<file path="config.mk">
export PLATFORM = sky130hd
export DESIGN_NAME = gdcs_top
export DESIGN_NICKNAME = d
export VERILOG_FILES = /design/src/gdcs_pkg.sv /design/src/gdcs_top.sv /design/src/gdcs_log_mem.sv
export VERILOG_INCLUDE_DIRS = /design/src
export SDC_FILE = /design/constraint.sdc
export NUM_CORES = 1
export LEC_CHECK = 0
export BUFFER_PORTS_ARGS = -buffer_cell sky130_fd_sc_hd__buf_2
export CORE_MARGIN = 2
export CORE_UTILIZATION = 55
export DETAILED_ROUTE_END_ITERATION = 16
export GPL_ROUTABILITY_DRIVEN = 0
export HOLD_SLACK_MARGIN = 0.1
export PLACE_DENSITY_LB_ADDON = 0.15
export SLEW_MARGIN = 5
export SYNTH_ARGS = -nofsm -noshare
export SYNTH_HDL_FRONTEND = slang
export SYNTH_SLANG_ARGS = --single-unit
</file>
<file path="constraint.sdc">
create_clock -name mclk -period 5.5 [get_ports mclk]
set_input_delay 0.825 -clock mclk [delete_from_list [all_inputs] [get_ports mclk]]
set_output_delay 0.825 -clock mclk [all_outputs]
set_load 0.005 [all_outputs]
</file>
<file path="src/gdcs_regs.svh">
`ifndef GDCS_REGS_SVH
`define GDCS_REGS_SVH
`define GDCS_CLK_HZ        10000000
`define GDCS_TICK_S        1
`define GDCS_SEC_CYCLES    (`GDCS_CLK_HZ * `GDCS_TICK_S)
`define GDCS_BLINK_MS      250
`define GDCS_BLINK_CYCLES  (`GDCS_CLK_HZ / 1000 * `GDCS_BLINK_MS)
`define GDCS_HOLD_S        6'h03
`define GDCS_AUTO_INIT_S   6'h04
`define GDCS_RED_FLASH_S   6'h03
`define GDCS_AUTO_ZERO_S   6'h04
`define GDCS_STABLE_S      6'h1e
`define GDCS_ABORT_SHOW_S  6'h0a
`define GDCS_TIMEOUT_MIN   12
`define GDCS_TIMEOUT_S     (`GDCS_TIMEOUT_MIN * 60)
`define GDCS_ADC_MAX       4095
`define GDCS_LOW_PCT       4
`define GDCS_LOW_THRESH    ((`GDCS_ADC_MAX * `GDCS_LOW_PCT) / 100)
`define GDCS_RISE_DELTA    12'h0a0
`define GDCS_STAB_BAND     12'h010
`define GDCS_LOG_DEPTH     8
`define GDCS_INIT_SLOT     3'h0
`define GDCS_FIRST_ROLL    3'h1
`define GDCS_CAL_RESET     24'h0000_0000
`endif

</file>
<file path="src/gdcs_pkg.sv">
package gdcs_pkg;
  typedef enum logic [3:0] {
    ST_IDLE      = 4'h0,
    ST_ARM       = 4'h1,
    ST_ZERO_REED = 4'h2,
    ST_ZERO_AUTO = 4'h3,
    ST_RISE      = 4'h4,
    ST_SPAN_REED = 4'h5,
    ST_SPAN_AUTO = 4'h6,
    ST_END_REED  = 4'h7,
    ST_END_FALL  = 4'h8,
    ST_ABORTED   = 4'h9
  } gdcs_state_e;

  // one calibration: raw zero and raw span counts
  typedef struct packed {
    logic [11:0] zero;
    logic [11:0] span;
  } gdcs_entry_s;

  // operator and module pins
  typedef struct packed {
    logic reed;
    logic replace;
    logic mod_reset;
    logic auto_mode;
  } gdcs_pins_s;

  typedef struct packed {
    logic busy;
    logic replacing;
    logic done;
    logic aborted;
  } gdcs_status_s;
endpackage

</file>
<file path="src/gdcs_top.sv">
`timescale 1ns/10ps
`include "gdcs_regs.svh"
module gdcs_top
  import gdcs_pkg::*;
#(
  parameter int SEC_CYCLES   = `GDCS_SEC_CYCLES,
  parameter int BLINK_CYCLES = `GDCS_BLINK_CYCLES,
  parameter int LOG_DEPTH    = `GDCS_LOG_DEPTH
) (
  input  wire logic                         mclk,
  input  wire logic                         rst_n,
  input  wire gdcs_pins_s                   pins_raw,
  input  wire logic [11:0]                  adc_data,
  input  wire logic [$clog2(LOG_DEPTH)-1:0] log_rd_addr,
  output logic      [23:0]                  log_rd_data,
  output logic      [3:0]                   log_count,
  output gdcs_entry_s                       cal,
  output gdcs_status_s                      status,
  output logic                              cal_led,
  output logic                              red_led,
  output logic                              fault
);
  localparam int TW = $clog2(SEC_CYCLES + 1);
  localparam int BW = $clog2(BLINK_CYCLES + 1);
  localparam int AW = $clog2(LOG_DEPTH);

  gdcs_pins_s       pins_meta;
  gdcs_pins_s       pins_s;
  gdcs_pins_s       pins_d;
  gdcs_state_e      state;
  gdcs_state_e      next_state;
  logic [TW-1:0]    tick_cnt;
  logic [BW-1:0]    blink_cnt;
  logic             blink_ph;
  logic [5:0]       sec_cnt;
  logic [9:0]       tmo_cnt;
  logic             repl;
  logic             next_repl;
  logic             blocked;
  logic             slot_held;
  logic [AW-1:0]    cur_slot;
  logic [AW-1:0]    log_ptr;
  logic [11:0]      zraw;
  logic [11:0]      stab_ref;
  gdcs_entry_s      backup;
  logic             cap_zero;
  logic             cap_span;
  logic             finish_ok;
  logic             do_abort;

  // states that blink or light the calibrate led
  function automatic logic is_blink(input gdcs_state_e st);
    is_blink = (st == ST_ZERO_REED) || (st == ST_ZERO_AUTO) || (st == ST_SPAN_REED) ||
               (st == ST_SPAN_AUTO) || (st == ST_ABORTED);
  endfunction

  function automatic logic is_steady(input gdcs_state_e st);
    is_steady = (st == ST_RISE) || (st == ST_END_REED) || (st == ST_END_FALL);
  endfunction

  // states timed by a reed hold
  function automatic logic is_reed_st(input gdcs_state_e st);
    is_reed_st = (st == ST_ARM) || (st == ST_ZERO_REED) || (st == ST_SPAN_REED);
  endfunction

  // two-flop synchroniser plus one delay stage for edges
  always_ff @(posedge mclk)
  begin
    if (!rst_n)
    begin
      pins_meta <= '0;
      pins_s    <= '0;
      pins_d    <= '0;
    end
    else
    begin
      pins_meta <= pins_raw;
      pins_s    <= pins_meta;
      pins_d    <= pins_s;
    end
  end

  // pin edges and decoded conditions
  wire        reed       = pins_s.reed;
  wire        auto_md    = pins_s.auto_mode;
  wire        reed_edge  = pins_s.reed ^ pins_d.reed;
  wire        reed_rise  = pins_s.reed & ~pins_d.reed;
  wire        repl_press = pins_s.replace & ~pins_d.replace;
  wire        mrst_press = pins_s.mod_reset & ~pins_d.mod_reset;
  wire        busy       = (state != ST_IDLE) && (state != ST_ARM) && (state != ST_ABORTED);
  wire        tick       = (tick_cnt == TW'(SEC_CYCLES - 1));
  wire        held       = reed && !blocked;
  wire        hold_ok    = held && (sec_cnt >= `GDCS_HOLD_S);
  wire [12:0] rise_lvl   = {1'b0, cal.zero} + {1'b0, `GDCS_RISE_DELTA};
  wire        rising     = {1'b0, adc_data} > rise_lvl;
  wire [11:0] stab_diff  = (adc_data > stab_ref) ? adc_data - stab_ref : stab_ref - adc_data;
  wire        unstable   = stab_diff > `GDCS_STAB_BAND;
  wire        below_low  = adc_data < 12'(`GDCS_LOW_THRESH);
  wire        tmo_hit    = busy && !repl && (tmo_cnt >= 10'(`GDCS_TIMEOUT_S));
  wire        abort_req  = tmo_hit || (busy && repl && mrst_press);
  wire        restart    = (next_state != state) || (reed_edge && is_reed_st(state)) ||
                           ((state == ST_SPAN_AUTO) && unstable);

  // sequencer decisions
  always_comb
  begin
    next_state = state;
    next_repl  = repl;
    cap_zero   = 1'b0;
    cap_span   = 1'b0;
    finish_ok  = 1'b0;
    do_abort   = 1'b0;
    if (repl_press)
    begin
      next_state = ST_ZERO_REED;
      next_repl  = 1'b1;
    end
    else if (abort_req)
    begin
      do_abort   = 1'b1;
      next_state = ST_ABORTED;
    end
    else
    begin
      case (state)
        ST_IDLE:
        begin
          if (reed)
          begin
            next_state = ST_ARM;
          end
        end
        ST_ARM:
        begin
          if (!reed)
          begin
            next_state = ST_IDLE;
          end
          else if (auto_md && sec_cnt >= `GDCS_AUTO_INIT_S)
          begin
            next_state = ST_ZERO_AUTO;
            next_repl  = 1'b0;
          end
          else if (!auto_md && sec_cnt >= `GDCS_HOLD_S)
          begin
            next_state = ST_ZERO_REED;
            next_repl  = 1'b0;
          end
        end
        ST_ZERO_REED:
        begin
          if (hold_ok)
          begin
            cap_zero   = 1'b1;
            next_state = ST_RISE;
          end
        end
        ST_ZERO_AUTO:
        begin
          if (sec_cnt >= `GDCS_AUTO_ZERO_S)
          begin
            cap_zero   = 1'b1;
            next_state = ST_RISE;
          end
        end
        ST_RISE:
        begin
          if (rising)
          begin
            next_state = (auto_md && !repl) ? ST_SPAN_AUTO : ST_SPAN_REED;
          end
        end
        ST_SPAN_REED:
        begin
          if (hold_ok)
          begin
            cap_span   = 1'b1;
            next_state = auto_md ? ST_END_FALL : ST_END_REED;
          end
        end
        ST_SPAN_AUTO:
        begin
          if (!unstable && sec_cnt >= `GDCS_STABLE_S)
          begin
            cap_span   = 1'b1;
            next_state = ST_END_FALL;
          end
        end
        ST_END_REED:
        begin
          if (held)
          begin
            finish_ok  = 1'b1;
            next_state = ST_IDLE;
          end
        end
        ST_END_FALL:
        begin
          if (below_low)
          begin
            finish_ok  = 1'b1;
            next_state = ST_IDLE;
          end
        end
        ST_ABORTED:
        begin
          if (sec_cnt >= `GDCS_ABORT_SHOW_S)
          begin
            next_state = ST_IDLE;
          end
        end
        default:
        begin
          next_state = ST_IDLE;
        end
      endcase
    end
  end

  // log slot choice: slot one for replacement, roll over slots 2..8 when full
  wire          log_full   = log_count >= 4'(LOG_DEPTH);
  wire [AW-1:0] alloc_slot = repl ? `GDCS_INIT_SLOT :
                             (log_full ? log_ptr : log_count[AW-1:0]);
  wire          alloc      = cap_zero || (do_abort && !slot_held);
  wire          log_we     = cap_zero || cap_span || do_abort;
  wire [AW-1:0] log_waddr  = alloc ? alloc_slot : cur_slot;
  wire [23:0]   log_wdata  = do_abort ? `GDCS_CAL_RESET :
                             (cap_zero ? {adc_data, 12'h000} : {zraw, adc_data});
  wire [AW-1:0] ptr_wrap   = (log_ptr == AW'(LOG_DEPTH - 1)) ? `GDCS_FIRST_ROLL
                                                              : log_ptr + 1'b1;

  // seconds tick divider and second counter
  always_ff @(posedge mclk)
  begin
    if (!rst_n || restart)
    begin
      tick_cnt <= '0;
      sec_cnt  <= 6'h00;
    end
    else
    begin
      tick_cnt <= tick ? '0 : tick_cnt + 1'b1;
      sec_cnt  <= (tick && sec_cnt != 6'h3f) ? sec_cnt + 1'b1 : sec_cnt;
    end
  end

  // free blink time base for both leds
  always_ff @(posedge mclk)
  begin
    if (!rst_n)
    begin
      blink_cnt <= '0;
      blink_ph  <= 1'b0;
    end
    else if (blink_cnt == BW'(BLINK_CYCLES - 1))
    begin
      blink_cnt <= '0;
      blink_ph  <= ~blink_ph;
    end
    else
    begin
      blink_cnt <= blink_cnt + 1'b1;
    end
  end

  // calibration timeout, counted only outside replacement
  always_ff @(posedge mclk)
  begin
    if (!rst_n || !busy || repl || repl_press)
    begin
      tmo_cnt <= 10'h000;
    end
    else if (tick && !tmo_hit)
    begin
      tmo_cnt <= tmo_cnt + 1'b1;
    end
  end

  // sequencer state, reed release gate, stability reference
  always_ff @(posedge mclk)
  begin
    if (!rst_n)
    begin
      state    <= ST_IDLE;
      repl     <= 1'b0;
      blocked  <= 1'b0;
      stab_ref <= 12'h000;
    end
    else
    begin
      state    <= next_state;
      repl     <= (next_state == ST_IDLE) ? 1'b0 : next_repl;
      blocked  <= (next_state != state) ? 1'b1 : (blocked && reed);
      stab_ref <= restart ? adc_data : stab_ref;
    end
  end

  // working values, backup and restore
  always_ff @(posedge mclk)
  begin
    if (!rst_n)
    begin
      cal    <= `GDCS_CAL_RESET;
      backup <= `GDCS_CAL_RESET;
      zraw   <= 12'h000;
    end
    else if (do_abort)
    begin
      cal <= backup;
    end
    else
    begin
      if (!busy && next_state != state && next_state != ST_IDLE && next_state != ST_ARM)
      begin
        backup <= cal;
      end
      if (cap_zero)
      begin
        zraw     <= adc_data;
        cal.zero <= adc_data;
      end
      if (cap_span)
      begin
        cal.span <= adc_data;
      end
    end
  end

  // log bookkeeping
  always_ff @(posedge mclk)
  begin
    if (!rst_n)
    begin
      log_count <= 4'h0;
      log_ptr   <= `GDCS_FIRST_ROLL;
      cur_slot  <= `GDCS_INIT_SLOT;
      slot_held <= 1'b0;
    end
    else
    begin
      if (alloc)
      begin
        cur_slot <= alloc_slot;
        if (repl)
        begin
          log_count <= 4'h1;
          log_ptr   <= `GDCS_FIRST_ROLL;
        end
        else if (log_full)
        begin
          log_ptr <= ptr_wrap;
        end
        else
        begin
          log_count <= log_count + 1'b1;
        end
      end
      slot_held <= (next_state == ST_IDLE || do_abort || repl_press) ? 1'b0
                                                                     : (slot_held || cap_zero);
    end
  end

  // registered outputs: leds, fault, status
  always_ff @(posedge mclk)
  begin
    if (!rst_n)
    begin
      cal_led <= 1'b0;
      red_led <= 1'b0;
      fault   <= 1'b0;
      status  <= '0;
    end
    else
    begin
      cal_led <= is_steady(state) || (is_blink(state) && blink_ph);
      red_led <= blink_ph && ((state == ST_ABORTED) || (reed && !auto_md) ||
                 (reed && state == ST_ARM && sec_cnt < `GDCS_RED_FLASH_S));
      fault   <= (adc_data == 12'h000) && !(busy && repl);
      status  <= '{busy: busy, replacing: repl, done: finish_ok, aborted: do_abort};
    end
  end

  gdcs_log_mem #(
    .DEPTH (LOG_DEPTH),
    .WIDTH (24)
  ) u_log (
    .mclk  (mclk),
    .we    (log_we),
    .waddr (log_waddr),
    .wdata (log_wdata),
    .raddr (log_rd_addr),
    .rdata (log_rd_data)
  );
endmodule // gdcs_top

</file>
<file path="src/gdcs_log_mem.sv">
`timescale 1ns/10ps
module gdcs_log_mem #(
  parameter int DEPTH = 8,
  parameter int WIDTH = 24
) (
  input  wire logic                     mclk,
  input  wire logic                     we,
  input  wire logic [$clog2(DEPTH)-1:0] waddr,
  input  wire logic [WIDTH-1:0]         wdata,
  input  wire logic [$clog2(DEPTH)-1:0] raddr,
  output logic      [WIDTH-1:0]         rdata
);
  logic [WIDTH-1:0] mem [DEPTH];

  // write port, registered read port
  always_ff @(posedge mclk)
  begin
    if (we)
    begin
      mem[waddr] <= wdata;
    end
    rdata <= mem[raddr];
  end
endmodule // gdcs_log_mem

</file>
==> results of run 1 <==
[kinds of logic (layout without fill, tap and decap cells)]
| group | Yosys count | count (layout) |
|---|---|---|
| AO/OA/AOI/OAI | 221 | 221 |
| AND/OR/NAND/NOR | 535 | 535 |
| multiplexers | 110 | 110 |
| adder cells (fa/ha/maj) | 48 | 48 |
| buffers and inverters | 130 | 235 |
| flip-flops | 386 | 386 |
| XOR/XNOR | 61 | 61 |
[registers in the layout, summed over array words and instances (netlist names), 10 cells and up]
register	count
tmo_cnt	10
cal	24
backup	24
zraw	12
stab_ref	12
u_log.mem	192
blink_cnt	22
tick_cnt	24
u_log.rdata	24
[worst min path at each step]
stage	to	slack, ns	depth (start not counted)
after global routing	auto_md	0.46	1
after detailed placement	reed	0.43	1
after floorplan	auto_md	0.41	1
final	reed	0.44	1
after CTS	reed	0.44	1
after global placement	reed	0.41	1
[per-stage QoR]
step | worst slack [ns] | hold WS (ns) | total power, mW
floorplan | 0.301 | 0.412 | 3.47
global placement | 0.589 | 0.414 | 3.59
detailed placement | 0.404 | 0.426 | 3.59
CTS | 0.813 | 0.439 | 6.18
global route | 0.382 | 0.456 | 6.35
finish | 0.848 | 0.435 | 6.12
[layout by cell type, fill, tap and decap left out, drive strengths merged, types with 17 or more instances in the layout]
cell | Yosys | routed
mux2 | 24 | 24
nand2 | 187 | 187
mux2i | 38 | 38
nand3 | 44 | 44
xnor2 | 22 | 22
clkbuf | 51 | 56
dfxtp | 194 | 194
nand4 | 26 | 26
xor2 | 39 | 39
a211oi | 19 | 19
buf | 24 | 107
and2 | 17 | 17
a21oi | 71 | 71
inv | 54 | 54
nor2 | 125 | 125
edfxtp | 192 | 192
o21ai | 35 | 35
and3 | 19 | 19
nor3 | 47 | 47
mux4 | 48 | 48
ha | 46 | 46
[per-layer routing]
| metal | track usage (%) | vias to the layer above | wire length (um) |
|---|---|---|---|
| li1 | - | 5564 | - |
| met2 | 40.0 | 331 | 18700 |
| met1 | 31.9 | 5636 | 16700 |
| met5 | 0 | - | 7 |
| met4 | 5.81 | 2 | 780 |
| met3 | 3.38 | 57 | 1930 |
[critical path: stages, from the launching register on]
cell and delay [ns]:
dfxtp_1 0.37, a21oi_1 0.38, nor2_1 0.10, xnor2_1 0.15, ha_1 0.29, and3_1 0.22, a221oi_1 0.36, and4b_1 0.34
nor3_1 0.09, a211oi_1 0.34, mux2i_1 0.27, nand2_1 0.08, or4b_4 0.53, a211oi_4 0.31, nand3_2 0.45, nor2_1 0.28
[final cells by class]
cell class              instances  area (sq um)  area share, %
clock buffers                  56          1090           5.70
clock inverters                17           174          0.907
inverters                      55           206           1.08
multi-input cells             975          6930           36.2
flip-flops and latches        386          9650           50.3
well taps                     396           495           2.59
repair buffers                107           618           3.23
[power groups by stage]
stage	sequential [mW]	combinational, mW	clock [mW]
3_5_place_dp	3.12	0.473	0
4_1_cts	3.06	0.477	2.65
2_1_floorplan	3.12	0.352	0
6_report	3.06	0.477	2.59
3_3_place_gp	3.12	0.469	0
5_1_grt	3.06	0.523	2.76
==> results.sh, run 1 <==
export IMPL_clkTransAtPathRegs_ns=0.06
export IMPL_synth_top_flop_cell="dfxtp_1"
export IMPL_hold_viol=0
export IMPL_diodes=0
export IMPL_cellInternalPower_mw=4.72
export IMPL_pwr_share_clk_pct=42.2
export IMPL_top_level_ports=80
export IMPL_syn_area_sq_mm=0.0171
export IMPL_pwr_share_seq_pct=50.0
export IMPL_switching_share_pct=22.9
export IMPL_crit_path_start_kind="flip-flop"
export IMPL_fin_cells=1992
export IMPL_worstSetupPathType="reg2reg"
export IMPL_synth_async_reset_ratio_pct=0
export IMPL_core_sq_mm=0.0306
export IMPL_numCtsBuffers=40
export IMPL_ctsHoldBuffers=0
export IMPL_grt_max_degree=79
export IMPL_setup_viol=0
export IMPL_synth_area_leaders="edfxtp_1, dfxtp_1, mux4_2"
export IMPL_dp_hpwl_mm=25.4
export IMPL_cts_resized=0
export IMPL_r2r_slack_ns=0.85
export IMPL_combPwrFrac_pct=7.8
export IMPL_synth_top_area_share_pct=33.8
export IMPL_endpoint="tick_cnt[4]"
export IMPL_clock_sinks=386
export IMPL_skew_ns=0.0151
export IMPL_synth_xor_area_share_pct=3.13
export IMPL_ys_ff_latch=386
export IMPL_min_from="pins_meta[3]"
export IMPL_max_freq_mhz=215
export IMPL_cts_setup_buffers=0
export IMPL_end_kind="flip-flop"
export IMPL_ant_nets=0
export IMPL_synth_fa_ha_area_share_pct=3.61
export IMPL_fin_crit_sh_pct=84.6
export IMPL_fin_setup_tns_ns=0
export IMPL_dieArea_sq_mm=0.0325
export IMPL_synth_top_family_by_area="simple AND/OR/NAND/NOR gates"
export IMPL_dpl_cell_area_sq_mm=0.0179
export IMPL_rsz0062_at_grt="no"
export IMPL_start_util_pct=55.8
export IMPL_synth_area_leader_cell="edfxtp_1"
export IMPL_critical_path_startpoint="cal[18]"
export IMPL_vias_per_cell=5.82
export IMPL_die_h_um=180
export IMPL_route_vias_total=11600
export IMPL_place_inst=1919
export IMPL_drtIter0Drc=711
export IMPL_crit_reg2reg_launch="cal[18]"
export IMPL_slew_headroom_pct=18.0
export IMPL_syn_to_final_growth_pct=12.3
export IMPL_final_layout_size_suffix_gt1_share_pct=16.2
export IMPL_synth_edf_count=192
export IMPL_syn_avg_cell_area_sq_um=11.4
export IMPL_synth_distinct_cells=74
export IMPL_grt_total_usage_pct=23.5
export IMPL_fin_nets=1634
export IMPL_run_status="finished clean"
export IMPL_yosys_area_share_simple_pct=14.9
export IMPL_grt_pass1_vias=11300
export IMPL_h_tree_depth=2
export IMPL_rr_endpoint="tick_cnt[4]"
export IMPL_grt_pass1_wl_mm=61.3
export IMPL_nFillCells=2415
export IMPL_arrival_ns=5.10
export IMPL_portBuffers=79
export IMPL_dieWidth_um=180
export IMPL_final_core_util_pct=62.7
export IMPL_grt_antenna_before_repair=2
export IMPL_dr_pass1_iters=5
export IMPL_power_density_mw_per_mm2=319
export IMPL_worstRegToRegCells=15
export IMPL_grt_ovfl_total=0
export IMPL_synth_cells=1491
export IMPL_cp_required_ns=5.95
export IMPL_cts_tree="built"
export IMPL_drt_total_wl_mm=38.1
export IMPL_clock_root_buffer="clkbuf_16"
export IMPL_cap_violations=0
export IMPL_yosysSeqAreaShare_pct=56.5
export IMPL_yosysWarningCount=0
export IMPL_cp_max_fo=23
export IMPL_power_leakage_nw=6.88
export IMPL_worst_skew_pair_late_latency_ns=0.54
export IMPL_clockBufferDepth=3
export IMPL_tightestPinTransition_ns=1.22
export IMPL_synth_nets=1560
export IMPL_design_area_sq_mm=0.0192
export IMPL_synth_compound_area_share_pct=8.56
export IMPL_synthMuxAreaShare_pct=10.1
export IMPL_min_period_ns=4.65
export IMPL_yosysMostFrequentCell="dfxtp_1"
export IMPL_rows=64
export IMPL_drc=0
export IMPL_hold_path_class="reg2reg"
export IMPL_routedWlPerCell_um=19.1
export IMPL_p_sw_mw=1.40
export IMPL_ys_top_cells_by_count="dfxtp_1, edfxtp_1, nand2_1"
export IMPL_vdd_drop_max_v=0.000260
export IMPL_slew_viol_final=0
Note: power is estimated with default switching activity, not from simulation.
==> run 2, diff against run 1 <==
==> constraint.sdc (replaced) <==
create_clock -name mclk -period 3.92 [get_ports mclk]
set_input_delay 0.588 -clock mclk [delete_from_list [all_inputs] [get_ports mclk]]
set_output_delay 0.588 -clock mclk [all_outputs]
set_load 0.005 [all_outputs]
==> results.sh, run 2 (same netlist as run 1, synthesis figures left out) <==
export IMPL_worstSetupPathType="reg2reg"
export IMPL_slowest_delay_ns=0.54
export IMPL_top_level_ports=80
export IMPL_grt_ovfl_total=0
export IMPL_syn_to_final_growth_pct=21.0
export IMPL_hold_path_class="in2reg"
export IMPL_end_kind="flip-flop"
export IMPL_final_layout_size_suffix_gt1_share_pct=24.2
export IMPL_r2r_slack_ns=-0.15
export IMPL_max_freq_mhz=246
export IMPL_grt_total_usage_pct=25.2
export IMPL_power_mw=9.11
export IMPL_clkTransAtPathRegs_ns=0.06
export IMPL_ant_nets=0
export IMPL_routedWlPerCell_um=19.5
export IMPL_switching_share_pct=22.7
export IMPL_cp_required_ns=4.34
export IMPL_worstPathCellList="ha_4 > o2111ai_4 > xor2_1 > ha_1 > and3_4 > a221oi_4 > and4b_2 > nor3_2 > a211oi_2 > mux2i_1 > nand2_1 > or4b_4 > a21oi_4 > and3b_2 > buf_12 > mux2i_1"
export IMPL_route_vias_total=12200
export IMPL_crit_path_start_kind="flip-flop"
export IMPL_fin_setup_tns_ns=-6.56
export IMPL_cp_max_fo=24
export IMPL_die_h_um=180
export IMPL_dp_hpwl_mm=27.6
export IMPL_diodes=0
export IMPL_regMostFlops="u_log.mem"
export IMPL_vias_per_cell=5.79
export IMPL_arrival_ns=4.49
export IMPL_run_status="finished, violations left"
export IMPL_grt_max_degree=57
export IMPL_numCtsBuffers=41
export IMPL_vdd_drop_max_v=0.000362
export IMPL_fin_crit_sh_pct=104
export IMPL_dr_pass1_iters=5
export IMPL_tightestPinTransition_ns=1.32
export IMPL_setup_viol=59
export IMPL_cts_tree="built"
export IMPL_dieArea_sq_mm=0.0325
export IMPL_drc=0
export IMPL_dieWidth_um=180
export IMPL_clock_sinks=386
export IMPL_final_cell_mix="edfxtp_1, dfxtp_1, nand2_1"
export IMPL_fin_nets=1742
export IMPL_rsz0062_at_grt="yes"
export IMPL_power_density_mw_per_mm2=441
export IMPL_largest_reg_flops=192
export IMPL_design_area_sq_mm=0.0206
export IMPL_final_common_cell="edfxtp_1"
export IMPL_core_sq_mm=0.0306
export IMPL_nFillCells=2269
export IMPL_final_core_util_pct=67.5
export IMPL_skew_ns=0.0188
export IMPL_grt_pass1_vias=12200
export IMPL_slew_headroom_pct=11.4
export IMPL_grt_antenna_before_repair=0
export IMPL_path_common_cell="mux2i_1"
export IMPL_combPwrFrac_pct=9.3
export IMPL_clock_root_buffer="clkbuf_16"
export IMPL_p_sw_mw=2.07
export IMPL_layout_setup_ws_ns=-0.148
export IMPL_slew_viol_final=0
export IMPL_h_tree_depth=2
export IMPL_power_leakage_nw=7.53
export IMPL_violations="negative setup slack"
export IMPL_cellInternalPower_mw=7.04
export IMPL_cp_slowest_cell="or4b_4"
export IMPL_ctsHoldBuffers=0
export IMPL_dpl_cell_area_sq_mm=0.0190
export IMPL_pwr_share_seq_pct=47.2
export IMPL_pwr_share_clk_pct=43.5
export IMPL_portBuffers=79
export IMPL_hold_viol=0
export IMPL_min_period_ns=4.07
export IMPL_worst_skew_pair_late_latency_ns=0.54
export IMPL_post_place_ws_ns=-0.473
export IMPL_drtIter0Drc=911
export IMPL_drt_total_wl_mm=41.1
export IMPL_grt_pass1_wl_mm=65.3
export IMPL_clockBufferDepth=3
export IMPL_rows=64
export IMPL_start_util_pct=55.8
export IMPL_cap_violations=0
-- run 2: per-stage QoR --
step | std cells | hold WS [ns]
2_1_floorplan | 1491 | 0.412
5_1_grt | 2101 | 0.250
3_3_place_gp | 2021 | 0.421
4_1_cts | 2101 | 0.239
6_report | 2101 | 0.253
3_5_place_dp | 2021 | 0.418
-- run 2: area by class of cell --
class | instances | area [sq um] | area share, %
Sequential cell | 386 | 9660 | 46.8
Multi-Input combinational cell | 975 | 7200 | 34.9
Timing Repair Buffer | 214 | 1650 | 8.01
Clock buffer | 66 | 1280 | 6.21
Tap cell | 396 | 495 | 2.40
Inverter | 55 | 223 | 1.08
Clock inverter | 9 | 129 | 0.624
-- run 2: worst paths after layout --
check               start      endpoint  depth (start not counted)
min           pins_raw[1]  pins_meta[1]                          2
max               cal[17]     backup[1]                         16
min reg2reg  pins_meta[3]          reed                          1
max reg2reg       cal[17]     backup[1]                         16
-- run 2: metal layers --
layer | GRT usage (%) | vias up | share of wire [%]
met2 | 43.5 | 369 | 49
met3 | 3.29 | 99 | 4.7
met4 | 9.90 | 0 | 3.8
li1 | - | 5784 | -
met5 | 0 | - | 0
met1 | 32.3 | 5920 | 42
-- run 2: power by group through the flow --
stage / logic [mW] / clock network (mW) / registers, mW
2_1_floorplan: 0.510 / 0 / 4.37
3_3_place_gp: 0.806 / 0 / 4.38
3_5_place_dp: 0.812 / 0 / 4.38
4_1_cts: 0.847 / 4.03 / 4.29
5_1_grt: 0.922 / 4.20 / 4.30
6_report: 0.851 / 3.96 / 4.29
-- run 2: what timing repair did --
item / 4_1_cts / 5_1_grt
cloned: 1 / 0
endpoints found under the setup margin: 67 / 186
setup buffers: 4 / 1
pin swaps: 6 / 4
resized for setup: 15 / 19
-- run 2: critical path: cells and delay by family (launching register included) --
kind,cells,cell delay [ns]
xor gates and xnor gates,1,0.19
muxes,2,0.47
and+or+nand+nor,6,1.45
buffers and inverters,1,0.17
adders and majority gates,2,0.45
DFF,1,0.37
AOI/OAI and AO/OA,4,0.83
